`config.mk`:
```
export PLATFORM = sky130hd
export DESIGN_NAME = sdc_top
export DESIGN_NICKNAME = d
export VERILOG_FILES = /design/src/pkg/sdc_pkg.sv /design/src/hdl/sdc_axil.sv /design/src/hdl/sdc_master.sv /design/src/hdl/sdc_top.sv
export SDC_FILE = /design/constraint.sdc
export NUM_CORES = 1
export LEC_CHECK = 0
export ABC_AREA = 1
export BUFFER_PORTS_ARGS = -buffer_cell sky130_fd_sc_hd__buf_2
export CAP_MARGIN = 20
export CORE_AREA = 2 2 110 112
export CTS_BUF_LIST = sky130_fd_sc_hd__clkbuf_16
export CTS_CLUSTER_DIAMETER = 50
export DETAILED_ROUTE_END_ITERATION = 10
export DIE_AREA = 0 0 112 114
export GPL_TIMING_DRIVEN = 0
export PLACE_DENSITY = 0.8
export REMOVE_ABC_BUFFERS = 1
export SLEW_MARGIN = 15
export SYNTH_ARGS = -nofsm -noshare
export SYNTH_HDL_FRONTEND = slang
export SYNTH_HIERARCHICAL = 1
export SYNTH_SLANG_ARGS = --single-unit
```
`constraint.sdc`:
```
create_clock -name aclk -period 2.5 [get_ports aclk]
set_input_delay 0 -clock aclk [delete_from_list [all_inputs] [get_ports aclk]]
set_output_delay 0 -clock aclk [all_outputs]
set_load 0.01 [all_outputs]
```
`src/pkg/sdc_pkg.sv`:
```
// What this block and the software that drives it must do
// RULE1 - sixteen-bit config register, reset to zero
// RULE2 - software changes config only while processor disabled
// RULE3 - freeze field: 00 ignore, 10 stop
// RULE4 - on freeze, drop bus request until negated
// RULE5 - service level above mask releases bus request
// RULE6 - software sets service mask to seven
// RULE7 - arbitration id drives shared bus priority
// RULE8 - software sets arbitration id four, seven slave
// RULE9 - bus error sets flag, interrupt if enabled
// RULE10 - breakpoint sets flag, interrupt if enabled
// RULE11 - interrupt reaches controller only when processor mask set
// RULE12 - eight-bit status sets bits regardless of enables
// RULE13 - status readable, write one clears, reset clears
// RULE14 - bus error flag set, fault address captured
// RULE15 - breakpoint during transfer sets breakpoint flag
// RULE16 - read-only fault address register
// RULE17 - factory test flag behaves like other flags
// RULE18 - reserved config and status bits carry nothing
// RULE19 - bus error halts processor until command reset
// RULE20 - one longword per grant, then release
// RULE21 - interrupt level from flag and enable pairs
package sdc_pkg;
  localparam logic [3:0] SDC_OFF_CONFIG = 4'h0;
  localparam logic [3:0] SDC_OFF_STATUS = 4'h4;
  localparam logic [3:0] SDC_OFF_FAULT = 4'h8;
  localparam logic [15:0] SDC_CONFIG_RESET = 16'h0000;
  localparam logic [7:0] SDC_STATUS_RESET = 8'h00;
  // fault address has no defined reset value; zero keeps reads repeatable
  localparam logic [31:0] SDC_FAULT_RESET = 32'h00000000;
  localparam logic [15:0] SDC_CONFIG_MASK = 16'h6F7B;
  localparam logic [7:0] SDC_STATUS_MASK = 8'h07;
  localparam int SDC_FRZ_LSB = 13;
  localparam int SDC_INTERRUPT_SERVICE_MASK_LSB = 8;
  localparam int SDC_SAID_LSB = 4;
  localparam int SDC_ERROR_INTERRUPT_ENABLE_BIT = 1;
  localparam int SDC_BREAKPOINT_INTERRUPT_ENABLE_BIT = 0;
  localparam int SDC_FACTORY_TEST_FLAG_BIT = 2;
  localparam int SDC_BUS_ERROR_FLAG_BIT = 1;
  localparam int SDC_BREAKPOINT_FLAG_BIT = 0;
  localparam logic [1:0] SDC_FRZ_IGNORE = 2'h0;
  localparam logic [1:0] SDC_FRZ_STOP = 2'h2;
  typedef enum logic [1:0]
  {
    SDC_IDLE = 2'b00,
    SDC_REQ = 2'b01,
    SDC_XFER = 2'b10,
    SDC_HALT = 2'b11
  } sdc_mstate_t;
endpackage

```
`src/hdl/sdc_axil.sv`:
```
`timescale 1ns/1ps
// axi4-lite slave front end; one write and one read at a time
module sdc_axil
(
  // clock and reset
  input wire logic aclk,
  input wire logic aresetn,
  // write channels
  input wire logic [3:0] s_awaddr,
  input wire logic s_awvalid,
  output logic s_awready,
  input wire logic [31:0] s_wdata,
  input wire logic [3:0] s_wstrb,
  input wire logic s_wvalid,
  output logic s_wready,
  output logic [1:0] s_bresp,
  output logic s_bvalid,
  input wire logic s_bready,
  // read channels
  input wire logic [3:0] s_araddr,
  input wire logic s_arvalid,
  output logic s_arready,
  output logic [31:0] s_rdata,
  output logic [1:0] s_rresp,
  output logic s_rvalid,
  input wire logic s_rready,
  // register side
  output logic wr_pulse,
  output logic [3:0] wr_addr,
  output logic [31:0] wr_data,
  output logic [3:0] wr_strb,
  output logic rd_pulse,
  output logic [3:0] rd_addr,
  input wire logic [31:0] rd_data,
  input wire logic rd_ok,
  input wire logic wr_ok
);
  typedef struct packed
  {
    logic aw_have;
    logic w_have;
    logic [3:0] awaddr;
    logic [31:0] wdata;
    logic [3:0] wstrb;
    logic bvalid;
    logic [1:0] bresp;
    logic rvalid;
    logic [1:0] rresp;
    logic [31:0] rdata;
  } sdc_axil_t;
  sdc_axil_t r;
  sdc_axil_t next_r;
  logic do_wr;

  assign s_awready = !r.aw_have && !r.bvalid;
  assign s_wready = !r.w_have && !r.bvalid;
  assign s_arready = !r.rvalid;
  assign s_bvalid = r.bvalid;
  assign s_bresp = r.bresp;
  assign s_rvalid = r.rvalid;
  assign s_rresp = r.rresp;
  assign s_rdata = r.rdata;
  assign do_wr = r.aw_have && r.w_have && !r.bvalid;
  assign wr_pulse = do_wr;
  assign wr_addr = r.awaddr;
  assign wr_data = r.wdata;
  assign wr_strb = r.wstrb;
  assign rd_pulse = s_arvalid && s_arready;
  assign rd_addr = s_araddr;

  always_comb
  begin
    next_r = r;
    if (s_awvalid && s_awready)
    begin
      next_r.aw_have = 1'b1;
      next_r.awaddr = s_awaddr;
    end
    if (s_wvalid && s_wready)
    begin
      next_r.w_have = 1'b1;
      next_r.wdata = s_wdata;
      next_r.wstrb = s_wstrb;
    end
    if (do_wr)
    begin
      next_r.aw_have = 1'b0;
      next_r.w_have = 1'b0;
      next_r.bvalid = 1'b1;
      // unmapped address answers slverr
      next_r.bresp = wr_ok ? 2'h0 : 2'h2;
    end
    if (r.bvalid && s_bready)
      next_r.bvalid = 1'b0;
    if (rd_pulse)
    begin
      next_r.rvalid = 1'b1;
      next_r.rdata = rd_data;
      next_r.rresp = rd_ok ? 2'h0 : 2'h2;
    end
    else if (r.rvalid && s_rready)
      next_r.rvalid = 1'b0;
  end

  always_ff @(posedge aclk)
  begin
    if (!aresetn)
      r <= '0;
    else
      r <= next_r;
  end
endmodule

```
`src/hdl/sdc_master.sv`:
```
`timescale 1ns/1ps
// serial dma bus request sequencer: one longword per grant
module sdc_master
(
  // clock and reset
  input wire logic aclk,
  input wire logic aresetn,
  // channel side
  input wire logic xfer_pending,
  // arbitration gates
  input wire logic hold_off,
  input wire logic halt,
  // module bus
  input wire logic bus_grant,
  input wire logic cycle_done,
  output logic bus_request_line,
  output logic bus_master
);
  typedef struct packed
  {
    sdc_pkg::sdc_mstate_t st;
  } sdc_master_t;
  sdc_master_t r;
  sdc_master_t next_r;

  assign bus_request_line = (r.st == sdc_pkg::SDC_REQ) && !hold_off; // [RULE4] [RULE5]
  assign bus_master = (r.st == sdc_pkg::SDC_XFER);

  always_comb
  begin
    next_r = r;
    case (r.st)
      sdc_pkg::SDC_IDLE:
        if (xfer_pending && !halt)
          next_r.st = sdc_pkg::SDC_REQ;
      sdc_pkg::SDC_REQ:
        if (halt)
          next_r.st = sdc_pkg::SDC_HALT;
        else if (bus_grant && !hold_off)
          next_r.st = sdc_pkg::SDC_XFER;
      sdc_pkg::SDC_XFER:
        // one longword, then give the bus back
        if (halt)
          next_r.st = sdc_pkg::SDC_HALT; // [RULE19]
        else if (cycle_done)
          next_r.st = sdc_pkg::SDC_IDLE; // [RULE20]
      sdc_pkg::SDC_HALT:
        if (!halt)
          next_r.st = sdc_pkg::SDC_IDLE;
      default:
        next_r.st = sdc_pkg::SDC_IDLE;
    endcase
  end

  always_ff @(posedge aclk)
  begin
    if (!aresetn)
      r.st <= sdc_pkg::SDC_IDLE;
    else
      r <= next_r;
  end
endmodule

```
`src/hdl/sdc_top.sv`:
```
// Chosen here: the address map and register access over AXI4-Lite.
`timescale 1ns/1ps
// shared serial dma control and status registers
module sdc_top
(
  // clock and reset
  input wire logic aclk,
  input wire logic aresetn,
  // axi4-lite write
  input wire logic [3:0] s_awaddr,
  input wire logic s_awvalid,
  output logic s_awready,
  input wire logic [31:0] s_wdata,
  input wire logic [3:0] s_wstrb,
  input wire logic s_wvalid,
  output logic s_wready,
  output logic [1:0] s_bresp,
  output logic s_bvalid,
  input wire logic s_bready,
  // axi4-lite read
  input wire logic [3:0] s_araddr,
  input wire logic s_arvalid,
  output logic s_arready,
  output logic [31:0] s_rdata,
  output logic [1:0] s_rresp,
  output logic s_rvalid,
  input wire logic s_rready,
  // channel events
  input wire logic xfer_pending,
  input wire logic bus_grant,
  input wire logic cycle_done,
  input wire logic cycle_error,
  input wire logic [31:0] cycle_address,
  input wire logic breakpoint,
  input wire logic factory_test_event,
  // system
  input wire logic freeze,
  input wire logic [2:0] service_level,
  input wire logic processor_irq_mask,
  input wire logic processor_reset,
  // outputs
  output logic bus_request_line,
  output logic bus_master,
  output logic [2:0] arbitration_priority,
  output logic processor_halted,
  output logic irq
);
  typedef struct packed
  {
    logic [15:0] serial_dma_config;
    logic [7:0] serial_dma_event_status;
    logic [31:0] serial_dma_fault_address;
    logic halted;
  } sdc_regs_t;
  sdc_regs_t r;
  sdc_regs_t next_r;

  logic wr_pulse;
  logic [3:0] wr_addr;
  logic [31:0] wr_data;
  logic [3:0] wr_strb;
  logic rd_pulse;
  logic [3:0] rd_addr;
  logic [31:0] rd_data;
  logic rd_ok;
  logic wr_ok;
  logic [1:0] freeze_response_field;
  logic [2:0] interrupt_service_mask;
  logic error_interrupt_enable;
  logic breakpoint_interrupt_enable;
  logic freeze_hold;
  logic hold_off;
  logic [7:0] set_bits;
  logic [7:0] clr_bits;
  logic [15:0] cfg_wmask;

  function automatic logic mapped(input logic [3:0] a);
    if (a == sdc_pkg::SDC_OFF_CONFIG)
      mapped = 1'b1;
    else if (a == sdc_pkg::SDC_OFF_STATUS)
      mapped = 1'b1;
    else if (a == sdc_pkg::SDC_OFF_FAULT)
      mapped = 1'b1;
    else
      mapped = 1'b0;
  endfunction

  sdc_axil u_axil
  (
    .aclk(aclk),
    .aresetn(aresetn),
    .s_awaddr(s_awaddr),
    .s_awvalid(s_awvalid),
    .s_awready(s_awready),
    .s_wdata(s_wdata),
    .s_wstrb(s_wstrb),
    .s_wvalid(s_wvalid),
    .s_wready(s_wready),
    .s_bresp(s_bresp),
    .s_bvalid(s_bvalid),
    .s_bready(s_bready),
    .s_araddr(s_araddr),
    .s_arvalid(s_arvalid),
    .s_arready(s_arready),
    .s_rdata(s_rdata),
    .s_rresp(s_rresp),
    .s_rvalid(s_rvalid),
    .s_rready(s_rready),
    .wr_pulse(wr_pulse),
    .wr_addr(wr_addr),
    .wr_data(wr_data),
    .wr_strb(wr_strb),
    .rd_pulse(rd_pulse),
    .rd_addr(rd_addr),
    .rd_data(rd_data),
    .rd_ok(rd_ok),
    .wr_ok(wr_ok)
  );

  assign freeze_response_field = r.serial_dma_config[sdc_pkg::SDC_FRZ_LSB +: 2];
  assign interrupt_service_mask = r.serial_dma_config[sdc_pkg::SDC_INTERRUPT_SERVICE_MASK_LSB +: 3];
  assign error_interrupt_enable = r.serial_dma_config[sdc_pkg::SDC_ERROR_INTERRUPT_ENABLE_BIT];
  assign breakpoint_interrupt_enable = r.serial_dma_config[sdc_pkg::SDC_BREAKPOINT_INTERRUPT_ENABLE_BIT];
  assign arbitration_priority = r.serial_dma_config[sdc_pkg::SDC_SAID_LSB +: 3]; // [RULE7]

  // reserved freeze codes behave as ignore
  assign freeze_hold = freeze && (freeze_response_field == sdc_pkg::SDC_FRZ_STOP); // [RULE3]
  assign hold_off = freeze_hold || (service_level > interrupt_service_mask); // [RULE4] [RULE5]

  sdc_master u_master
  (
    .aclk(aclk),
    .aresetn(aresetn),
    .xfer_pending(xfer_pending),
    .hold_off(hold_off),
    .halt(r.halted),
    .bus_grant(bus_grant),
    .cycle_done(cycle_done),
    .bus_request_line(bus_request_line),
    .bus_master(bus_master)
  );

  assign processor_halted = r.halted;
  assign irq = processor_irq_mask &&
    ((r.serial_dma_event_status[sdc_pkg::SDC_BUS_ERROR_FLAG_BIT] && error_interrupt_enable) ||
     (r.serial_dma_event_status[sdc_pkg::SDC_BREAKPOINT_FLAG_BIT] && breakpoint_interrupt_enable));
  // [RULE9] [RULE10] [RULE11] [RULE21]

  assign rd_ok = mapped(rd_addr);
  assign wr_ok = mapped(wr_addr);

  always_comb
  begin
    if (rd_addr == sdc_pkg::SDC_OFF_CONFIG)
      rd_data = {16'h0000, r.serial_dma_config};
    else if (rd_addr == sdc_pkg::SDC_OFF_STATUS)
      rd_data = {24'h000000, r.serial_dma_event_status}; // [RULE13]
    else if (rd_addr == sdc_pkg::SDC_OFF_FAULT)
      rd_data = r.serial_dma_fault_address;
    else
      rd_data = 32'h00000000;
  end

  always_comb
  begin
    set_bits = 8'h00;
    set_bits[sdc_pkg::SDC_BUS_ERROR_FLAG_BIT] = bus_master && cycle_error; // [RULE12] [RULE14]
    set_bits[sdc_pkg::SDC_BREAKPOINT_FLAG_BIT] = bus_master && breakpoint; // [RULE15]
    set_bits[sdc_pkg::SDC_FACTORY_TEST_FLAG_BIT] = factory_test_event; // [RULE17]
    clr_bits = 8'h00;
    if (wr_pulse && (wr_addr == sdc_pkg::SDC_OFF_STATUS) && wr_strb[0])
      clr_bits = wr_data[7:0] & sdc_pkg::SDC_STATUS_MASK; // [RULE13]
    cfg_wmask = {{8{wr_strb[1]}}, {8{wr_strb[0]}}} & sdc_pkg::SDC_CONFIG_MASK; // [RULE18]
  end

  always_comb
  begin
    next_r = r;
    if (wr_pulse && (wr_addr == sdc_pkg::SDC_OFF_CONFIG))
      next_r.serial_dma_config = (r.serial_dma_config & ~cfg_wmask) |
        (wr_data[15:0] & cfg_wmask); // [RULE1]
    // set wins over a simultaneous clear
    next_r.serial_dma_event_status = ((r.serial_dma_event_status & ~clr_bits) | set_bits)
      & sdc_pkg::SDC_STATUS_MASK; // [RULE12] [RULE18]
    if (bus_master && cycle_error)
    begin
      next_r.serial_dma_fault_address = cycle_address; // [RULE14] [RULE16]
      next_r.halted = 1'b1; // [RULE19]
    end
    else if (processor_reset)
      next_r.halted = 1'b0;
  end

  always_ff @(posedge aclk)
  begin
    if (!aresetn)
    begin
      r.serial_dma_config <= sdc_pkg::SDC_CONFIG_RESET; // [RULE1]
      r.serial_dma_event_status <= sdc_pkg::SDC_STATUS_RESET; // [RULE13]
      r.serial_dma_fault_address <= sdc_pkg::SDC_FAULT_RESET;
      r.halted <= 1'b0;
    end
    else
      r <= next_r;
  end
endmodule

```
; After elaboration in Yosys (flattened, before gate mapping)
; Cells that the tools add are included.
; W data, S select, Z words.
[classes]
magnitude_cmp = 1
n_eq_ne = 12
muxes = 23
bitwise_logic = 8
reduce_logical = 37
[op_table]
columns = op, count
row1 = $mux W32, 3
row2 = $logic_and A1 B1 Y1, 21
row3 = $and A16 B15 Y16, 1
row4 = $and A16 B16 Y16, 1
row5 = $mux W2, 8
row6 = $not A15 Y16, 1
row7 = $or A16 B16 Y16, 1
row8 = $mux W1, 10
row9 = $eq A4 B3 Y1 const B, 2
row10 = $eq A4 B4 Y1 const B, 2
row11 = $logic_not A4 Y1, 2
row12 = $pmux W2 S4, 1
row13 = $eq A2 B2 Y1 const B, 3
row14 = $logic_not A1 Y1, 6
row15 = $reduce_and A4 Y1, 1
row16 = $reduce_bool A2 Y1, 2
row17 = $reduce_or A2 Y1, 2
row18 = $and A3 B3 Y3, 1
row19 = $gt A3 B3 Y1, 1
row20 = $mux W3, 1
row21 = $ne A3 B2 Y1 const B, 1
row22 = $ne A3 B3 Y1 const B, 1
row23 = $not A3 Y3, 1
row24 = $or A3 B3 Y3, 1
row25 = 6 further kinds, 7
[totals]
reg_bits = 116
input_bits = 95
elab_cells = 96

; Longest topological paths before layout
[depth]
ltp_word = 8
depth_mapped = 15
mapped_depth_nobuf = 15

; Cells and area by module
; The synthesis kept the hierarchy.
[modules_own_cells]
columns = module, instances, cells_per_inst, area_per_inst_um2, seq_area_each_um2
row1 = sdc_axil, 1, 511, 3734.8, 1561.5
row2 = sdc_top, 1, 327, 2285.9, 960.9
row3 = sdc_master, 1, 33, 181.4, 40.0

; Least setup slack after synthesis
; Ideal clock, no wire load.
[synth_timing]
path_type = reg2reg
from = register with a tool-made name
to = register u_master/r[0] in the netlist's numbering
setup_time_ps = 113
arrival_ps = 1348
required_time_ps = 2387
setup_slack_ps = 1039
stages_incl_launch_ff = 15
n_path_buf = 0
path_cell_list = dfxtp_1 -> inv_1 -> ha_1 -> a21oi_1 -> o21ai_0 -> nand2_1 -> nand2_1 -> inv_1 -> nand2_1 -> nand2_1 -> nand2_1 -> nand2_2 -> nand2_2 -> nor2_1 -> nor2_1
[synth_rtl]
columns = item, line
row1 = to (signal assigned), sdc_master.sv:60  ; r <= next_r;
row2 = to (decl), sdc_master.sv:23  ; sdc_master_t r;

; Worst setup path after layout
[layout_timing]
from = register u_master/r[1] in the netlist's numbering
to = register r[7] in the netlist's numbering
[layout_between]
elab_chain_cells = 2
[layout_lines]
columns = item, line
row1 = $eq A2 B2 Y1, sdc_master.sv:27  ; assign bus_master = (r.st == sdc_pkg::SDC_XFER);
row2 = $logic_and A1 B1 Y1, sdc_top.sv:185  ; if (bus_master && cycle_error)
row3 = to (signal assigned), sdc_top.sv:204  ; r <= next_r;
row4 = to (decl), sdc_top.sv:55  ; sdc_regs_t r;
; No other way between the ends.
; A chain may end at the register's enable or synchronous reset.

==> summary.txt <==
Floorplanning
  – Core Area: 11700 sq um
  – Num ports: 143
  – Initial core utilization: 44.0%
  – Die height: 114 microns
  – Die Wd: 112 microns
  – Std cell rows: 40
  – Die area: 12800 sq um

Critical path
  – FF-to-FF setup slack: 0.32 ns
  – Worst Path Required: 2.78 ns
  – CP Capture Type: flip-flop
  – End of the worst register-to-register path: r[7]
  – CP Launch Type: flip-flop
  – CP Class: reg2reg
  – Critical Path Fanout Max: 54
  – Worst EP arrival: 2.45 ns
  – Worst R2R Start: u_master/r[1]
  – Worst Reg-to-Reg Cells: 6

STA
  – Sum Neg Setup Slack: 0 ns
  – Final Max Tran Viols: 0
  – Fin crit share: 87.1%
  – Slew @ Worst Pin: 0.931 ns
  – Layout Skew: 0.00514 ns
  – Setup Viol. Count Final: 0
  – RSZ-0062 raised after global routing: false
  – Max-slew headroom: 37.7%
  – Fin crit period: 2.18 ns
  – Peak Freq: 0.459 GHz
  – Final Hold Fails: 0

Place
  – GPL Wtd Cong: 0.777
  – PortBufs: 119
  – Placed Instances: 886
  – DP Wirelength: 7140 microns

Clock tree
  – Clk pin slew, worst setup/hold paths: 0.07 ns
  – Total CTS buffers: 9
  – CTS root buffer: clkbuf_16
  – CTS H-tree lvls: 3
  – Clk sinks: 107
  – Worst skew pair latency: 0.34 ns
  – Clock Path Buffers: 2
  – CTS tree: done

Worst hold path
  – Worst hold path depth: 3
  – Hold Path Sink: u_axil/wr_addr[2]
  – HP Start: s_awvalid
  – Worst min path class: in2reg

Cells and area
  – Most frequent cells in the layout: nor2_1, buf_2, dfxtp_1
  – Ratio of cells with drive above 1 in the final layout: 19.8%
  – Multi-input logic area: 1990 sq um
  – Sequential cell area: 2140 sq um
  – # fillers: 1131
  – Ant. Diodes: 0
  – Finished Layout Cells: 972
  – Most common cell after layout, fill and taps aside: nor2_1
  – Area growth syn-to-layout: 21.3%
  – Nets: 918

Route
  – Vias per cell: 4.67
  – Initial DRC count: 318
  – Post-route ant nets: 0
  – WL/cell: 12.4 microns
  – DR DRC count: 0
  – DRT Pass-1 Iters: 5
  – Total number of vias: 4541
  – Final wirelength: 12100 microns

Status
  – Outcome: finished clean

Job
  – Max cap viols: 0

Logic synthesis
  – Mean Syn Cell Area: 7.14 sq um
  – Synth Instances: 721
  – Post-Synthesis Cell Area: 5150 sq um
  – YS warnings: 6

Global route
  – Largest net degree at the start of global routing: 88
  – Total GRT Usage: 19.3%
  – Vias in the first global route: 4415
  – First-pass GRT wire length: 20000 microns
  – Initial antenna violation count: 0
  – Congestion Overflow GR: 0

Pwr
  – PwrDens: 639 nW/um^2
  – Cell leakage power: 2.90 nW
  – VDD IR-drop max: 0.415 mV
==> critical path: stages (launching register included) <==
cell     delay (ns)
dfxtp_1        0.45
inv_1          0.08
nor2_2         0.20
nand2_2        0.56
inv_1          0.61
nor2_1         0.08
nor2_1         0.13
==> metal layers <==
layer  global-route usage (%)  vias up  share of wire (%)
met5                        0        -                  0
met3                     4.73       20                4.8
met1                     22.0     2028                 43
li1                         -     2368                  -
met2                     36.2      125                 51
met4                     5.28        0                1.6
==> stage by stage <==
step                      cell area (sq um)  setup WS, ns  total power [W]  hold WS [ns]  util, %
after floorplan                        4430         0.900          0.00230         0.117        -
after global routing                   6250        0.0462          0.00421        0.0773     53.3
final                                  6250         0.322          0.00399        0.0669     53.3
after CTS                              6250         0.295          0.00403        0.0170     53.3
after global placement                 5210         0.365          0.00251         0.251     44.5
after detailed placement               5250         0.288          0.00253         0.257     44.8
==> worst max-delay path by stage <==
stage                   from     to  slack (ns)  depth (start not counted)
3_5_place_dp   u_master/r[1]   r[7]        0.29                          6
6_report       u_master/r[1]   r[7]        0.32                          6
2_1_floorplan  u_master/r[1]  r[10]        0.90                          6
3_3_place_gp   u_master/r[1]  r[12]        0.36                          6
5_1_grt        u_master/r[1]  r[11]        0.05                          6
4_1_cts        u_master/r[1]   r[7]        0.29                          6
==> report_power, final <==
group	internal, W	switching (W)	total [W]
Sequential	0.00183	0.0000724	0.00190
Combinational	0.000303	0.000388	0.000692
Clock	0.000773	0.000627	0.00140
==> repair_timing <==
action | in CTS | in global routing
hold buffers | 70 | 0
resized for setup | 0 | 0
hold endpoints to repair | 58 | 0
setup buffers | 0 | 0
==> layout make-up <==
type                    instances  area share [%]
flip-flops and latches        107            34.3
multi-input cells             433            31.8
clock inverters                 7            1.12
repair buffers                191            21.5
well taps                     147            2.94
inverters                      78            4.73
clock buffers                   9            3.61
Power figures use the tool's default switching activity.
